`config.mk`:
```
export PLATFORM = sky130hd
export DESIGN_NAME = bmsr_memory
export DESIGN_NICKNAME = d
export VERILOG_FILES = /design/src/bmsr_pkg.sv /design/src/bmsr_memory.sv /design/src/bmsr_refresh_timer.sv
export SDC_FILE = /design/constraint.sdc
export NUM_CORES = 1
export LEC_CHECK = 0
export BUFFER_PORTS_ARGS = -buffer_cell sky130_fd_sc_hd__buf_2
export CAP_MARGIN = 30
export CORE_ASPECT_RATIO = 1.1
export CORE_MARGIN = 2
export CORE_UTILIZATION = 54
export DETAILED_ROUTE_END_ITERATION = 16
export HOLD_SLACK_MARGIN = 0.05
export PLACE_DENSITY = 0.8
export SLEW_MARGIN = 20
export SYNTH_ARGS = -nofsm -noshare
export SYNTH_HDL_FRONTEND = slang
export SYNTH_HIERARCHICAL = 1
export SYNTH_SLANG_ARGS = --single-unit
```
`constraint.sdc`:
```
create_clock -name clk -period 4 [get_ports clk]
set_input_delay 1.2 -clock clk [delete_from_list [all_inputs] [get_ports clk]]
set_output_delay 1.2 -clock clk [all_outputs]
set_load 0.1 [all_outputs]
```
`src/bmsr_pkg.sv`:
```
`default_nettype none
package bmsr_pkg;
  // word layout: 16 data bits plus 2 parity bits
  localparam int DATA_W = 16;
  localparam int PAR_W = 2;
  localparam int WORD_W = 18;
  // geometry: up to four banks of 4096 x 1 devices
  localparam int BANKS_MAX = 4;
  localparam int HALF_W = 6;
  localparam int BUS_ADDR_W = 18;
  localparam int BLOCK_W = 5;
  localparam int BLOCK_LSB = 13;
  localparam int ROW_LSB = 1;
  localparam int COL_LSB = 7;
  localparam logic [4:0] IO_BLOCK = 5'h1f;
  localparam logic [5:0] REFRESH_COL = 6'h00;
  // clock period and timing figures in ns
  localparam int CLK_NS = 10;
  localparam int T_ROW_NS = 50;
  localparam int T_ACCESS_NS = 350;
  localparam int T_PRE_NS = 150;
  localparam int T_ACC_CONF_NS = 1250;
  localparam int T_REF_TYP_NS = 25000;
  localparam int T_REF_MIN_NS = 22500;
  // least times round up, longest times round down
  localparam logic [7:0] ROW_CYC = 8'((T_ROW_NS + CLK_NS - 1) / CLK_NS);
  localparam logic [7:0] ACCESS_CYC = 8'((T_ACCESS_NS + CLK_NS - 1) / CLK_NS);
  localparam logic [7:0] PRE_CYC = 8'((T_PRE_NS + CLK_NS - 1) / CLK_NS);
  localparam logic [7:0] ACC_CONF_CYC = 8'(T_ACC_CONF_NS / CLK_NS);
  localparam int REF_TYP_CYC = T_REF_TYP_NS / CLK_NS;
  localparam int REF_MIN_CYC = (T_REF_MIN_NS + CLK_NS - 1) / CLK_NS;
  // register byte offsets
  localparam logic [11:0] REG_CONFIG = 12'h000;
  localparam logic [11:0] REG_STATUS = 12'h004;
  localparam logic [11:0] REG_REFCNT = 12'h008;
  // config fields
  localparam int CFG_LINK1_BIT = 0;
  localparam int CFG_LINK2_BIT = 1;
  localparam int CFG_LINK34_BIT = 2;
  localparam int CFG_SWH_BIT = 3;
  localparam int CFG_IOMAP_BIT = 4;
  localparam int CFG_BASE_LSB = 8;
  localparam logic [31:0] CFG_RST = 32'h0000_0001;
  // status fields
  localparam int STS_BUSY_BIT = 8;
  localparam int STS_REF_BIT = 9;
  localparam int STS_BANKS_LSB = 16;
  // bus answers
  localparam logic [1:0] RESP_OKAY = 2'h0;
  localparam logic [1:0] RESP_DECERR = 2'h3;
  // pins of the storage array
  typedef struct packed {
    logic [BANKS_MAX-1:0] ras_n;
    logic cas_n;
    logic cs_n;
    logic we_n;
    logic [HALF_W-1:0] addr;
    logic [WORD_W-1:0] din;
  } bmsr_chip_t;
  // memory cycle sequencer
  typedef enum logic [2:0] {
    ST_IDLE = 3'b000,
    ST_ROW = 3'b001,
    ST_COL = 3'b010,
    ST_ANSWER = 3'b011,
    ST_PRE = 3'b100
  } bmsr_state_t;
endpackage : bmsr_pkg
`default_nettype wire

```
`src/bmsr_memory.sv`:
```
`timescale 1ns/1ps
`default_nettype none
// Notes on behaviour
// - one to four 4K-word banks by configuration
// - word is 16 data plus 2 parity
// - contiguous 4K blocks at any base
// - one bank of 18 devices per block
// - acts only as a bus slave
// - access within 550 ns, 1250 with refresh
// - cycle within 700 ns, 1400 with refresh
// - self-timed refresh, at most every 22.5 us
// - request during refresh waits, then served
// - three links select bank count
// - five switches set the window base
// - four banks use switch H, io page
// - 12-bit cell address, row then column
// - refresh row counter steps after each refresh
// - refresh keeps select off, fixed column
module bmsr_memory
  import bmsr_pkg::*;
#(
  parameter int REF_INTERVAL_CYC = REF_TYP_CYC
) (
  input wire logic clk,
  input wire logic rst,
  input wire logic msyn,
  input wire logic [BUS_ADDR_W-1:0] bus_addr,
  input wire logic bus_write,
  input wire logic [DATA_W-1:0] bus_wdata,
  input wire logic [PAR_W-1:0] bus_wpar,
  output var logic [DATA_W-1:0] bus_rdata,
  output var logic [PAR_W-1:0] bus_rpar,
  output var logic bus_data_oe,
  output var logic ssyn,
  output var bmsr_chip_t chip,
  input wire logic [WORD_W-1:0] chip_dout,
  input wire logic s_axi_awvalid,
  output var logic s_axi_awready,
  input wire logic [11:0] s_axi_awaddr,
  input wire logic s_axi_wvalid,
  output var logic s_axi_wready,
  input wire logic [31:0] s_axi_wdata,
  input wire logic [3:0] s_axi_wstrb,
  output var logic s_axi_bvalid,
  input wire logic s_axi_bready,
  output var logic [1:0] s_axi_bresp,
  input wire logic s_axi_arvalid,
  output var logic s_axi_arready,
  input wire logic [11:0] s_axi_araddr,
  output var logic s_axi_rvalid,
  input wire logic s_axi_rready,
  output var logic [31:0] s_axi_rdata,
  output var logic [1:0] s_axi_rresp
);

  // installed bank count from the three links and switch H
  function automatic logic [2:0] bank_count(input logic [31:0] c);
    if (c[CFG_LINK1_BIT] && c[CFG_LINK2_BIT] && c[CFG_LINK34_BIT])
      bank_count = c[CFG_SWH_BIT] ? 3'd4 : 3'd3;
    else if (c[CFG_LINK1_BIT] && c[CFG_LINK2_BIT])
      bank_count = 3'd2;
    else if (c[CFG_LINK1_BIT])
      bank_count = 3'd1;
    else
      bank_count = 3'd0;
  endfunction : bank_count

  // bank index of a block relative to the switch base
  function automatic logic [4:0] bank_of(input logic [4:0] blk,
                                         input logic [31:0] c);
    bank_of = blk - c[CFG_BASE_LSB +: BLOCK_W];
  endfunction : bank_of

  logic [31:0] cfg; // links, switches, io page map
  bmsr_state_t state; // sequencer state
  logic is_ref; // current cycle is a refresh
  logic [7:0] cnt; // cycles since the row strobe through the column phase, or in precharge
  logic [1:0] lat_bank; // bank of the latched request
  logic [HALF_W-1:0] lat_col; // latched column half
  logic lat_write; // latched direction
  logic [HALF_W-1:0] ref_row; // next row to refresh
  logic ref_pend; // refresh waiting for the sequencer
  logic ref_tick; // interval pulse from the timer
  logic [15:0] ref_total; // refreshes done, wraps
  logic [4:0] req_block; // block addressed by the master
  logic [4:0] req_bank; // block relative to the base
  logic req_hit; // address falls in our window
  logic aw_held; // write address taken, waiting for data
  logic w_held; // write data taken, waiting for address
  logic [11:0] aw_addr; // taken write address
  logic [31:0] w_data; // taken write data
  logic [3:0] w_strb; // taken byte enables

  // refresh interval source
  bmsr_refresh_timer #(
    .INTERVAL(REF_INTERVAL_CYC)
  ) u_timer (
    .clk(clk),
    .rst(rst),
    .tick(ref_tick)
  );

  // address decode: window of whole 4K blocks from the base
  // window decode here
  always_comb begin
    req_block = bus_addr[BLOCK_LSB +: BLOCK_W];
    req_bank = bank_of(req_block, cfg);
    req_hit = msyn && (req_bank < {2'b00, bank_count(cfg)})
              && (req_block != IO_BLOCK || cfg[CFG_IOMAP_BIT]);
  end

  // refresh request latch; a new tick wins over the clear
  // timer drives refresh
  always_ff @(posedge clk) begin
    if (rst)
      ref_pend <= 1'b0;
    else if (ref_tick)
      ref_pend <= 1'b1;
    else if (state == ST_IDLE)
      ref_pend <= 1'b0;
  end

  // memory cycle sequencer, one cycle at a time
  // slave only, waits for msyn
  always_ff @(posedge clk) begin
    if (rst) begin
      state <= ST_IDLE;
      is_ref <= 1'b0;
      cnt <= 8'h00;
      lat_bank <= 2'h0;
      lat_col <= 6'h00;
      lat_write <= 1'b0;
      chip <= '{ras_n: 4'hf, cas_n: 1'b1, cs_n: 1'b1, we_n: 1'b1,
                 addr: 6'h00, din: 18'h00000};
    end else begin
      case (state)
        ST_IDLE: begin
          cnt <= 8'h00;
          if (ref_pend) begin
            is_ref <= 1'b1;
            state <= ST_ROW;
            // every bank refreshes the same row at once
            chip.ras_n <= 4'h0;
            chip.addr <= ref_row;
          end else if (req_hit) begin
            is_ref <= 1'b0;
            state <= ST_ROW;
            lat_bank <= req_bank[1:0];
            lat_col <= bus_addr[COL_LSB +: HALF_W];
            lat_write <= bus_write;
            chip.ras_n <= ~(4'h1 << req_bank[1:0]);
            chip.addr <= bus_addr[ROW_LSB +: HALF_W];
            chip.din <= {bus_wpar, bus_wdata};
          end
        end
        ST_ROW: begin
          cnt <= cnt + 8'h01;
          if (cnt == ROW_CYC - 8'h01) begin
            state <= ST_COL;
            chip.cas_n <= 1'b0;
            chip.addr <= is_ref ? REFRESH_COL : lat_col;
            chip.cs_n <= is_ref;
            chip.we_n <= is_ref || !lat_write;
          end
        end
        ST_COL: begin
          cnt <= cnt + 8'h01;
          if (cnt == ACCESS_CYC - 8'h01) begin
            cnt <= 8'h00;
            if (is_ref) begin
              state <= ST_PRE;
              chip.ras_n <= 4'hf;
              chip.cas_n <= 1'b1;
            end else begin
              state <= ST_ANSWER;
            end
          end
        end
        ST_ANSWER: begin
          // hold the array until the master lets go
          if (!msyn) begin
            state <= ST_PRE;
            chip.ras_n <= 4'hf;
            chip.cas_n <= 1'b1;
            chip.cs_n <= 1'b1;
            chip.we_n <= 1'b1;
          end
        end
        ST_PRE: begin
          cnt <= cnt + 8'h01;
          if (cnt == PRE_CYC - 8'h01) begin
            state <= ST_IDLE;
            is_ref <= 1'b0;
          end
        end
        default: begin
          state <= ST_IDLE;
        end
      endcase
    end
  end

  // bus answer: data and ssyn on the same edge, dropped after msyn
  // ssyn with data
  always_ff @(posedge clk) begin
    if (rst) begin
      ssyn <= 1'b0;
      bus_rdata <= 16'h0000;
      bus_rpar <= 2'h0;
      bus_data_oe <= 1'b0;
    end else if (state == ST_COL && cnt == ACCESS_CYC - 8'h01 && !is_ref) begin
      ssyn <= 1'b1;
      // reads put word and parity on the bus in the same edge
      if (!lat_write) begin
        bus_rdata <= chip_dout[DATA_W-1:0];
        bus_rpar <= chip_dout[WORD_W-1:DATA_W];
        bus_data_oe <= 1'b1;
      end
    end else if (state == ST_ANSWER && !msyn) begin
      ssyn <= 1'b0;
      bus_data_oe <= 1'b0;
    end
  end

  // refresh row counter and total
  // row steps per refresh
  always_ff @(posedge clk) begin
    if (rst) begin
      ref_row <= 6'h00;
      ref_total <= 16'h0000;
    end else if (state == ST_COL && is_ref && cnt == ACCESS_CYC - 8'h01) begin
      ref_row <= ref_row + 6'h01;
      ref_total <= ref_total + 16'h0001;
    end
  end

  // axi write channels: address and data taken in either order
  always_ff @(posedge clk) begin
    if (rst) begin
      aw_held <= 1'b0;
      w_held <= 1'b0;
      aw_addr <= 12'h000;
      w_data <= 32'h0000_0000;
      w_strb <= 4'h0;
      s_axi_awready <= 1'b1;
      s_axi_wready <= 1'b1;
      s_axi_bvalid <= 1'b0;
      s_axi_bresp <= RESP_OKAY;
    end else begin
      if (s_axi_awvalid && s_axi_awready) begin
        aw_held <= 1'b1;
        aw_addr <= s_axi_awaddr;
        s_axi_awready <= 1'b0;
      end
      if (s_axi_wvalid && s_axi_wready) begin
        w_held <= 1'b1;
        w_data <= s_axi_wdata;
        w_strb <= s_axi_wstrb;
        s_axi_wready <= 1'b0;
      end
      // both halves present: answer, write happens in the cfg block
      if (aw_held && w_held && !s_axi_bvalid) begin
        s_axi_bvalid <= 1'b1;
        s_axi_bresp <= ({aw_addr[11:2], 2'b00} == REG_CONFIG)
                       ? RESP_OKAY : RESP_DECERR;
      end
      if (s_axi_bvalid && s_axi_bready) begin
        s_axi_bvalid <= 1'b0;
        aw_held <= 1'b0;
        w_held <= 1'b0;
        s_axi_awready <= 1'b1;
        s_axi_wready <= 1'b1;
      end
    end
  end

  // configuration register, byte lanes honoured
  // base switches written here
  always_ff @(posedge clk) begin
    if (rst) begin
      cfg <= CFG_RST;
    end else if (aw_held && w_held && !s_axi_bvalid &&
                 {aw_addr[11:2], 2'b00} == REG_CONFIG) begin
      for (int i = 0; i < 4; i++) begin
        if (w_strb[i])
          cfg[i*8 +: 8] <= w_data[i*8 +: 8];
      end
    end
  end

  // axi read channel; status is sampled at the address edge
  always_ff @(posedge clk) begin
    if (rst) begin
      s_axi_arready <= 1'b1;
      s_axi_rvalid <= 1'b0;
      s_axi_rdata <= 32'h0000_0000;
      s_axi_rresp <= RESP_OKAY;
    end else if (s_axi_arvalid && s_axi_arready) begin
      s_axi_arready <= 1'b0;
      s_axi_rvalid <= 1'b1;
      s_axi_rresp <= RESP_OKAY;
      case ({s_axi_araddr[11:2], 2'b00})
        REG_CONFIG: s_axi_rdata <= cfg;
        REG_STATUS: begin
          s_axi_rdata <= 32'h0000_0000;
          s_axi_rdata[HALF_W-1:0] <= ref_row;
          s_axi_rdata[STS_BUSY_BIT] <= (state != ST_IDLE);
          s_axi_rdata[STS_REF_BIT] <= is_ref;
          s_axi_rdata[STS_BANKS_LSB +: 3] <= bank_count(cfg);
        end
        REG_REFCNT: s_axi_rdata <= {16'h0000, ref_total};
        default: begin
          // unmapped words read zero with a decode error
          s_axi_rdata <= 32'h0000_0000;
          s_axi_rresp <= RESP_DECERR;
        end
      endcase
    end else if (s_axi_rvalid && s_axi_rready) begin
      s_axi_rvalid <= 1'b0;
      s_axi_arready <= 1'b1;
    end
  end

  // helper counters watched only by the checks below
  logic [7:0] wait_cnt; // cycles a claimed request waits
  logic [11:0] since_tick; // cycles since the last refresh tick
  always_ff @(posedge clk) begin
    if (rst || !req_hit || ssyn)
      wait_cnt <= 8'h00;
    else if (wait_cnt != 8'hff)
      wait_cnt <= wait_cnt + 8'h01;
  end
  always_ff @(posedge clk) begin
    if (rst || ref_tick)
      since_tick <= 12'h000;
    else if (since_tick != 12'hfff)
      since_tick <= since_tick + 12'h001;
  end
endmodule : bmsr_memory
`default_nettype wire

```
`src/bmsr_refresh_timer.sv`:
```
`timescale 1ns/1ps
`default_nettype none
// free-running interval timer that asks for one refresh per period
module bmsr_refresh_timer
  import bmsr_pkg::*;
#(
  parameter int INTERVAL = REF_TYP_CYC
) (
  input wire logic clk,
  input wire logic rst,
  output var logic tick
);
  localparam int CW = $clog2(INTERVAL + 1);
  localparam logic [CW-1:0] LAST = CW'(INTERVAL - 1);
  logic [CW-1:0] count; // cycles since last request

  // wrap the counter and pulse once per interval
  always_ff @(posedge clk) begin
    if (rst) begin
      count <= '0;
      tick <= 1'b0;
    end else if (count == LAST) begin
      count <= '0;
      tick <= 1'b1;
    end else begin
      count <= count + CW'(1);
      tick <= 1'b0;
    end
  end
endmodule : bmsr_refresh_timer
`default_nettype wire

```
### Yosys cells after proc, flatten, opt, wreduce, memory -nomap -nowiden

Cells that the tools add are included.

* flip-flop bits (word level): 229
* bits in latches: 0
* RAM bits: 0
* ROM bits: 0
* bits of input ports: 123
* output and inout bits: 92
* word-level logic and storage cells: 163
* memories: 0

* add/sub/neg operators: 5
* $mul: 0
* divide/modulo/power cells: 0
* $lt $le $gt $ge: 1
* equality and inequality tests: 18
* shift operators: 1
* multiplexer cells: 45
* bitwise gates (word level): 3
* reductions and logical operators: 53

Operator list (number)
* one-hot mux 32 bit (3 select lines): 1
* two-way mux 3 bit: 9
* two-way mux 24 bit: 1
* one-hot mux 8 bit (3 select lines): 1
* logical NOT 10 bit: 2
* logical AND 1 bit: 17
* adder 16 x 1 -> 16 bit (second input constant): 1
* two-way mux 1 bit: 15
* one-hot mux 3 bit (5 select lines): 1
* AND reduction 5 bit: 3
* adder 12 x 1 -> 12 bit (second input constant): 1
* equality test 12 bit (second input constant): 1
* two-way mux 6 bit: 2
* != test 2 bit (second input constant): 6
* one-hot mux 4 bit (3 select lines): 1
* one-hot mux 6 bit (2 select lines): 1
* AND reduction 2 bit: 6
* AND reduction 3 bit: 4
* nonzero test 2 bit: 6
* nonzero test 3 bit: 4
* equality test 10 x 1 -> 1 bit (second input constant): 1
* equality test 10 x 2 -> 1 bit (second input constant): 1
* two-way mux 5 bit: 2
* two-way mux 9 bit: 1
* 27 further kinds: 38

### Depth between registers and ports, before layout

Gate-level depths: netlist of run 1.

* depth after elaboration: 9
* gate-level depth with buffers: 12
* gate-level depth less buffers: 11

### By module

Netlist of run 1, hierarchy kept.

Modules (own cells, without submodules)
* bmsr_memory: instances 1, cells each 1015, area an instance 8608.3 µm², sequential area each 4244.1 µm²
* bmsr_refresh_timer: instances 1, cells each 64, area an instance 605.6 µm², sequential area each 260.2 µm²

### Least setup slack after synthesis of run 1

OpenSTA, ideal clock, no wires.

* path kind: input-to-reg
* start: input bus_addr[13]
* end: register chip[0] (netlist bit)
* setup time: 0.128 ns
* arrival time: 3.500 ns
* data required time: 3.872 ns
* path slack: 0.372 ns
* stages: 11
* path buffers: 1
* cells stage by stage: inv_1 ha_1 inv_1 fa_1 ha_1 o21ai_0 a41oi_1 nor4_4 buf_6 mux2i_1 nor2_1

* word-level cells in the longest chain between the ends: 5
* elaborated cells between the ends (all ways): 7
* those cells by class: 1 x add/sub; 1 x order compare; 1 x eq/ne; 4 x reduce/logical

RTL lines
* from (decl): line bmsr_memory.sv:27 `input wire logic [BUS_ADDR_W-1:0] bus_addr,`
* subtractor 5 bit: line bmsr_memory.sv:71 `bank_of = blk - c[CFG_BASE_LSB +: BLOCK_W];`
* less-than comparator 5 x 3 -> 1 bit: line bmsr_memory.sv:108 `req_hit = msyn && (req_bank < {2'b00, bank_count(cfg)})`
* logical AND 1 bit: line bmsr_memory.sv:108
* logical AND 1 bit (*): line bmsr_memory.sv:109 `&& (req_block != IO_BLOCK || cfg[CFG_IOMAP_BIT]);`
* AND reduction 3 bit (no line) (*)
* to (signal assigned): line bmsr_memory.sv:133 `chip <= '{ras_n: 4'hf, cas_n: 1'b1, cs_n: 1'b1, we_n: 1'b1,`
* to (decl): line bmsr_memory.sv:35 `output var bmsr_chip_t chip,`

Every way passes the cells marked *; elsewhere a longest branch is shown, timed or not.
A chain may end at the register's enable or synchronous reset.

### Worst setup path in the final report of run 1

* start: input bus_addr[13]
* end: register chip[2] (netlist bit)

The elaborated chain is that of the path after synthesis.

==> impl_results.md, run 1 <==
- Status: finished clean
- Die H: 141 um
- Synth Area in Compound Gates: 0.143
- Worst Path Arrival: 3.67 ns
- Pwr/cell area: 482 nW/um2
- Syn avg cell area: 8.54 um2
- Worst Hold Depth: 2
- Placed inst area: 10400 um2
- Mapped Cells: 1079
- Global-route wire length before repair: 35300 um
- Worst reg2reg path depth: 10
- Place WS: 0.169 ns
- Root Driver: clkbuf_16
- Ys Warns: 6
- IO buf count: 209
- Vias: 8125
- Finished Core Util: 0.662
- Clk sinks: 225
- Post_cts resized: 0
- Max-cap violations: 0
- DRC: 0
- Clk slew on worst S/H paths: 0.06 ns
- Final period util: 0.823
- # fillers: 1437
- Startpoint types: primary input
- WL/cell: 14.8 um
- Max Clk Rate: 304 MHz
- Critical R2R Launch: cfg[8]$_SDFFE_PP0P_
- Worst R2R End: chip[2]$_SDFFE_PP0P_
- Most numerous cell in the Yosys netlist: dfxtp_1
- Cell leakage power: 4.48 nW
- Mux contribution to synthesized area: 0.0555
- Slowest CP cell: fa_1
- Synth top area share: 0.489
- CP max stage delay: 0.48 ns
- Worst Hold Endpoint: ref_pend$_SDFFE_PP0P_
- Final worst slack: 0.710 ns
- Max VDD drop: 0.348 mV
- CP endpoint kind: flop
- Flip-flop and latch area: 4500 um2
- Vias per cell: 5.48
- Area delta synth->final: 21.3%
- # H-tree levels: 1
- FFs w/ async S/R, synth: 0
- Clk buf depth: 3
- Yosys reg bits: 225
- Die width: 129 um
- Pre-Repair DR Iteration Count: 5
- Post-Route WL: 21900 um
- XOR/XNOR Fraction of Synth Area: 0.0276
- Area of the multi-input gates: 4350 um2
- Unrepaired setup endpoints after global routing: false
- Yosys top cell by area: dfxtp_1
- Post-synthesis adder-cell area fraction: 0.0185
- Slew HR: 0.469
- TritonCTS clock tree: done
- Syn_nets: 1215
- Max-slew violation count: 0
- Initial antenna violation count: 1
- ANT cells: 0
- Worst slew pin tran: 0.796 ns
- Critical path, cell by cell: buf_2 > inv_1 > ha_1 > inv_1 > fa_1 > ha_1 > o21ai_0 > a41oi_1 > nor4_4 > buf_12 > mux2i_1 > nor2_1
- Seq/Total Area, Yosys: 0.489
- Clk_lat worst skew: 0.52 ns
- Main combinational cell family by area after synthesis: simple AND/OR/NAND/NOR gates
- Synth cell count leaders: 225 x dfxtp_1, 208 x nand2_1, 126 x a21oi_1, 105 x nor2_1, 49 x clkbuf_1
- Final hold vios: 0
- Placer congestion estimate: 0.880
- Worst Hold Class: flop to flop
- Final min period: 3.29 ns
- Standard-cell rows: 50
- Synth area leaders: dfxtp_1 49%, nand2_1 8.5%, a21oi_1 6.8%, mux2i_1 4.5%, nor2_1 4.3%
- Die area: 18100 um2
- Skew final: 0.0207 ns
- Ports: 215
- Starting density of the core: 0.545
- Nets: 1395
- Worst path required time: 4.38 ns
- TritonCTS Buffers: 23
- Antenna-violating nets left: 0
- Count of cell types in the netlist: 66
- Number of global-route vias before repair: 7579
- Hold_buf cts: 0
- Gr usage total: 0.233
- HPWL after detailed placement: 15200 um
- Maximum fanout along the worst path: 24
- Crit path kind: primary input to flop
- EDFF count, synth: 0
- Setup violators final: 0
- Register-to-register setup slack: 1.18 ns
- Proportion of layout cells with a drive suffix above 1: 0.225
- Worst hold start: u_timer/tick$_SDFF_PP0_
- First-iteration detailed-routing DRC count: 473
- Overall power: 0.00538 W
- Fin area: 11200 um2
- Prevailing post-synth register cell: dfxtp_1
- Fin Setup TNS: 0 ns
- Simple-gate share of the synthesized area: 0.227
- Synth Cell Area: 9210 um2
- Post-CTS Repair Setup Buffers: 0
- Core area: 16900 um2
- Largest net degree at the start of global routing: 105
- Overflow after GRT: 0
==> kinds of logic (layout without fill, tap and decap cells) <==
kind of cell             after synthesis  count (layout)
multiplexers                          50              50
flip-flops                           225             225
buffers and inverters                 86             283
adder cells (fa/ha/maj)               13              13
XOR/XNOR                              29              29
AO/OA/AOI/OAI                        221             221
AND/OR/NAND/NOR                      455             455
==> power by group <==
part           total [W]  leakage [nW]  switching (W)  internal (W)
clock network    0.00224         0.401       0.000880       0.00136
registers        0.00239          1.82      0.0000682       0.00232
logic           0.000754          2.25       0.000539      0.000215
total            0.00538          4.48        0.00149       0.00390
==> layer usage <==
| metal | up-vias | GRT usage | share of wire |
|---|---|---|---|
| met5 | - | 0 | 0 |
| met4 | 0 | 0.0744 | 0.024 |
| met3 | 44 | 0.0543 | 0.079 |
| met2 | 284 | 0.396 | 0.47 |
| met1 | 3706 | 0.293 | 0.42 |
| li1 | 4091 | - | - |
==> critical path: cells and delay by family <==
kind	cells	cell delay (ns)
adder cells (fa/ha/maj)	3	0.97
AO/OA/AOI/OAI	2	0.29
AND/OR/NAND/NOR	2	0.53
multiplexers	1	0.22
buffers and inverters	4	0.47
==> worst max path at each step <==
stage / from / endpoint / slack (ns)
floorplan: bus_addr[13] / chip[0]$_SDFFE_PP0P_ / 0.37
global placement: bus_addr[13] / chip[0]$_SDFFE_PP0P_ / 0.25
detailed placement: bus_addr[13] / chip[2]$_SDFFE_PP0P_ / 0.17
CTS: bus_addr[13] / chip[2]$_SDFFE_PP0P_ / 0.70
global route: bus_addr[13] / chip[18]$_SDFFE_PP0P_ / 0.51
finish: bus_addr[13] / chip[2]$_SDFFE_PP0P_ / 0.71
==> layout by cell type (no fill, tap or decap), types with 7 or more instances in the layout <==
cell,synthesis,layout
nor3_1,16,16
nand2_1,208,208
dfxtp_1,225,225
mux2i_1,41,41
nor2_1,105,105
inv_1,17,17
a211oi_1,10,10
buf_2,7,208
clkbuf_16,0,23
nand3_1,44,44
nand4_1,12,12
mux2_2,8,8
o21ai_0,21,21
clkbuf_8,0,7
xnor2_1,9,9
nand2b_1,9,9
ha_1,12,12
a21oi_1,126,126
and3_1,8,8
buf_4,3,9
a22oi_1,32,32
or3_1,7,7
xor2_1,20,20
==> layout make-up <==
class / instances / share of cell area
tap: 208 / 0.0233
sequential: 225 / 0.403
clock inverter: 10 / 0.0119
inverter: 19 / 0.00638
clock buffer: 32 / 0.0599
multi-input combinational: 768 / 0.389
timing repair buffer: 222 / 0.106
==> registers in the layout, summed over array words and instances, names as in the netlist, 2 cells and up <==
signal / cells
chip: 31
aw_addr: 10
ref_total: 16
state: 3
bus_rdata: 16
lat_col: 6
cnt: 8
ref_row: 6
w_data: 32
bus_rpar: 2
w_strb: 4
u_timer/count: 12
cfg: 32
s_axi_rdata: 32
==> metrics by stage <==
stage / std cells / hold WS [ns]
2_1_floorplan: 1079 / 0.413
3_3_place_gp: 1440 / 0.421
3_5_place_dp: 1441 / 0.430
4_1_cts: 1483 / 0.444
5_1_grt: 1484 / 0.467
6_report: 1484 / 0.439
(Power assumes the default switching activity.)
==> run 2: changes to the inputs <==
--- a/config.mk
+++ b/config.mk
@@ -9,10 +9,10 @@
 export CAP_MARGIN = 30
 export CORE_ASPECT_RATIO = 1.1
 export CORE_MARGIN = 2
-export CORE_UTILIZATION = 54
+export CORE_UTILIZATION = 49
 export DETAILED_ROUTE_END_ITERATION = 16
 export HOLD_SLACK_MARGIN = 0.05
-export PLACE_DENSITY = 0.8
+export PLACE_DENSITY = 0.77
 export SLEW_MARGIN = 20
 export SYNTH_ARGS = -nofsm -noshare
 export SYNTH_HDL_FRONTEND = slang
==> constraint.sdc (replaced) <==
create_clock -name clk -period 2.66 [get_ports clk]
set_input_delay 0.798 -clock clk [delete_from_list [all_inputs] [get_ports clk]]
set_output_delay 0.798 -clock clk [all_outputs]
set_load 0.1 [all_outputs]
==> impl_results.md, run 2 (synthesized netlist as in run 1, its figures left out) <==
- Nets: 1416
- Biggest regs: cfg x32, s_axi_rdata x32, w_data x32
- Proportion of layout cells with a drive suffix above 1: 0.250
- Die H: 148 um
- IO buf count: 209
- WL/cell: 15.0 um
- Number of global-route vias before repair: 7757
- TritonCTS Buffers: 24
- Crit path kind: primary input to flop
- # fillers: 1588
- Final min period: 2.65 ns
- Largest net degree at the start of global routing: 76
- Final period util: 0.996
- Vias: 8267
- Setup violators final: 0
- Post-Route WL: 23200 um
- Die width: 135 um
- Non-filler cells, final: 1542
- Status: finished clean
- Standard-cell rows: 52
- CP max stage delay: 0.39 ns
- First-iteration detailed-routing DRC count: 517
- CP top delay family: adder cells
- Worst path required time: 3.06 ns
- Worst Path Arrival: 3.05 ns
- Worst Hold Class: flop to flop
- Most frequent cells in the layout: 225 x dfxtp_1, 207 x nand2_1, 207 x buf_2, 126 x a21oi_1, 105 x nor2_1
- Unrepaired setup endpoints after global routing: true
- Core area: 18400 um2
- Maximum fanout along the worst path: 4
- Global-route wire length before repair: 37000 um
- TritonCTS clock tree: done
- Max-cap violations: 0
- Vias per cell: 5.36
- Clk slew on worst S/H paths: 0.06 ns
- Crit path buf inv count: 4
- Worst slew pin tran: 0.646 ns
- Placer congestion estimate: 0.850
- Overflow after GRT: 0
- Max VDD drop: 0.463 mV
- Slowest CP cell: fa_2
- Clk_lat worst skew: 0.52 ns
- DRC: 0
- Slew HR: 0.566
- Highest routed metal layer: met5
- Ports: 215
- Cell leakage power: 4.63 nW
- Final worst slack: 0.0106 ns
- Placed cells: 1493
- Critical path, cell by cell: buf_12 > inv_12 > ha_4 > inv_4 > fa_2 > xor2_1 > ha_2 > o21ai_2 > a41oi_2 > o311ai_2 > buf_4 > o211ai_1 > mux2_1
- Place WS: -0.605 ns
- # H-tree levels: 1
- CP endpoint kind: flop
- Met2 WL: 11300 um
- Gr usage total: 0.223
- Final hold vios: 0
- Clk buf depth: 3
- Pwr/cell area: 704 nW/um2
- Die area: 19900 um2
- Root Driver: clkbuf_16
- Most common cell after layout, fill and taps aside: dfxtp_1
- Starting density of the core: 0.500
- Initial antenna violation count: 5
- DR WL met3: 1640 um
- Max Clk Rate: 377 MHz
- Skew final: 0.0185 ns
- Pre-Repair DR Iteration Count: 5
- Metal-1 WL: 9700 um
- Max-slew violation count: 0
- Startpoint types: primary input
- HPWL after detailed placement: 15900 um
- Clk sinks: 225
- Antenna-violating nets left: 0
- Area delta synth->final: 25.3%
[run 2: cell types whose count changed in the layout (fill, tap and decap cells not counted), sizes merged]
cell | before | now
buf | 221 | 241
clkinv | 7 | 13
clkbuf | 33 | 30
bufinv | 3 | 1
clkinvlp | 0 | 1
diode | 0 | 1
[run 2: final timing paths]
kind / from / cells past startpoint / slack [ns] / to
max reg2reg: cfg[8]$_SDFFE_PP0P_ / 11 / 0.04 / state[1]$_SDFFE_PP0P_
min reg2reg: bus_rdata[8]$_SDFFE_PP0P_ / 2 / 0.45 / bus_rdata[8]$_SDFFE_PP0P_
min: bus_rdata[8]$_SDFFE_PP0P_ / 2 / 0.45 / bus_rdata[8]$_SDFFE_PP0P_
max: bus_addr[13] / 13 / 0.01 / state[1]$_SDFFE_PP0P_
[run 2: routing by layer]
metal | global-route usage | vias up
li1 | - | 4143
met4 | 0.0658 | 8
met1 | 0.272 | 3820
met5 | 0 | -
met3 | 0.0528 | 53
met2 | 0.391 | 243
[run 2: layout make-up]
cell class                      instances  area, um2  share of cell area
Clock buffer                           29        669              0.0580
Timing Repair Buffer                  242       1410               0.122
Inverter                               19       86.3             0.00748
Multi-Input combinational cell        768       4440               0.384
Clock inverter                         15        129              0.0112
Antenna cell                            1       2.50            0.000217
Tap cell                              243        304              0.0263
Sequential cell                       225       4500               0.390
[run 2: repair_timing]
item,CTS,global route
cloned,2,1
gates resized for setup,3,13
hold buffers,0,0
hold endpoints to repair,0,0
pin swaps,3,17
endpoints found under the setup margin,30,37
setup buffers,2,0
[run 2: worst register-to-register path, stage by stage, from the launching register on]
cell	delay [ns]
dfxtp_1	0.37
ha_4	0.15
inv_4	0.04
fa_2	0.39
xor2_1	0.15
ha_2	0.32
o21ai_2	0.05
a41oi_2	0.28
o311ai_2	0.15
buf_4	0.16
o211ai_1	0.08
mux2_1	0.35
[run 2: through the flow]
stage	hold slack [ns]	setup TNS, ns	cell area [um2]	util	total power (W)
floorplan	0.413	-13.41	9270	-	0.00455
global placement	0.435	-18.43	10600	0.576	0.00483
detailed placement	0.443	-21.39	10600	0.576	0.00486
CTS	0.453	0	11500	0.623	0.00816
global route	0.466	-0.697	11500	0.627	0.00843
finish	0.449	0	11500	0.627	0.00813
[run 2: where the power goes]
group          total, W  switching, W  internal [W]
clock network   0.00330       0.00139       0.00191
registers       0.00359      0.000100       0.00349
logic           0.00124      0.000855      0.000388
total           0.00813       0.00234       0.00578
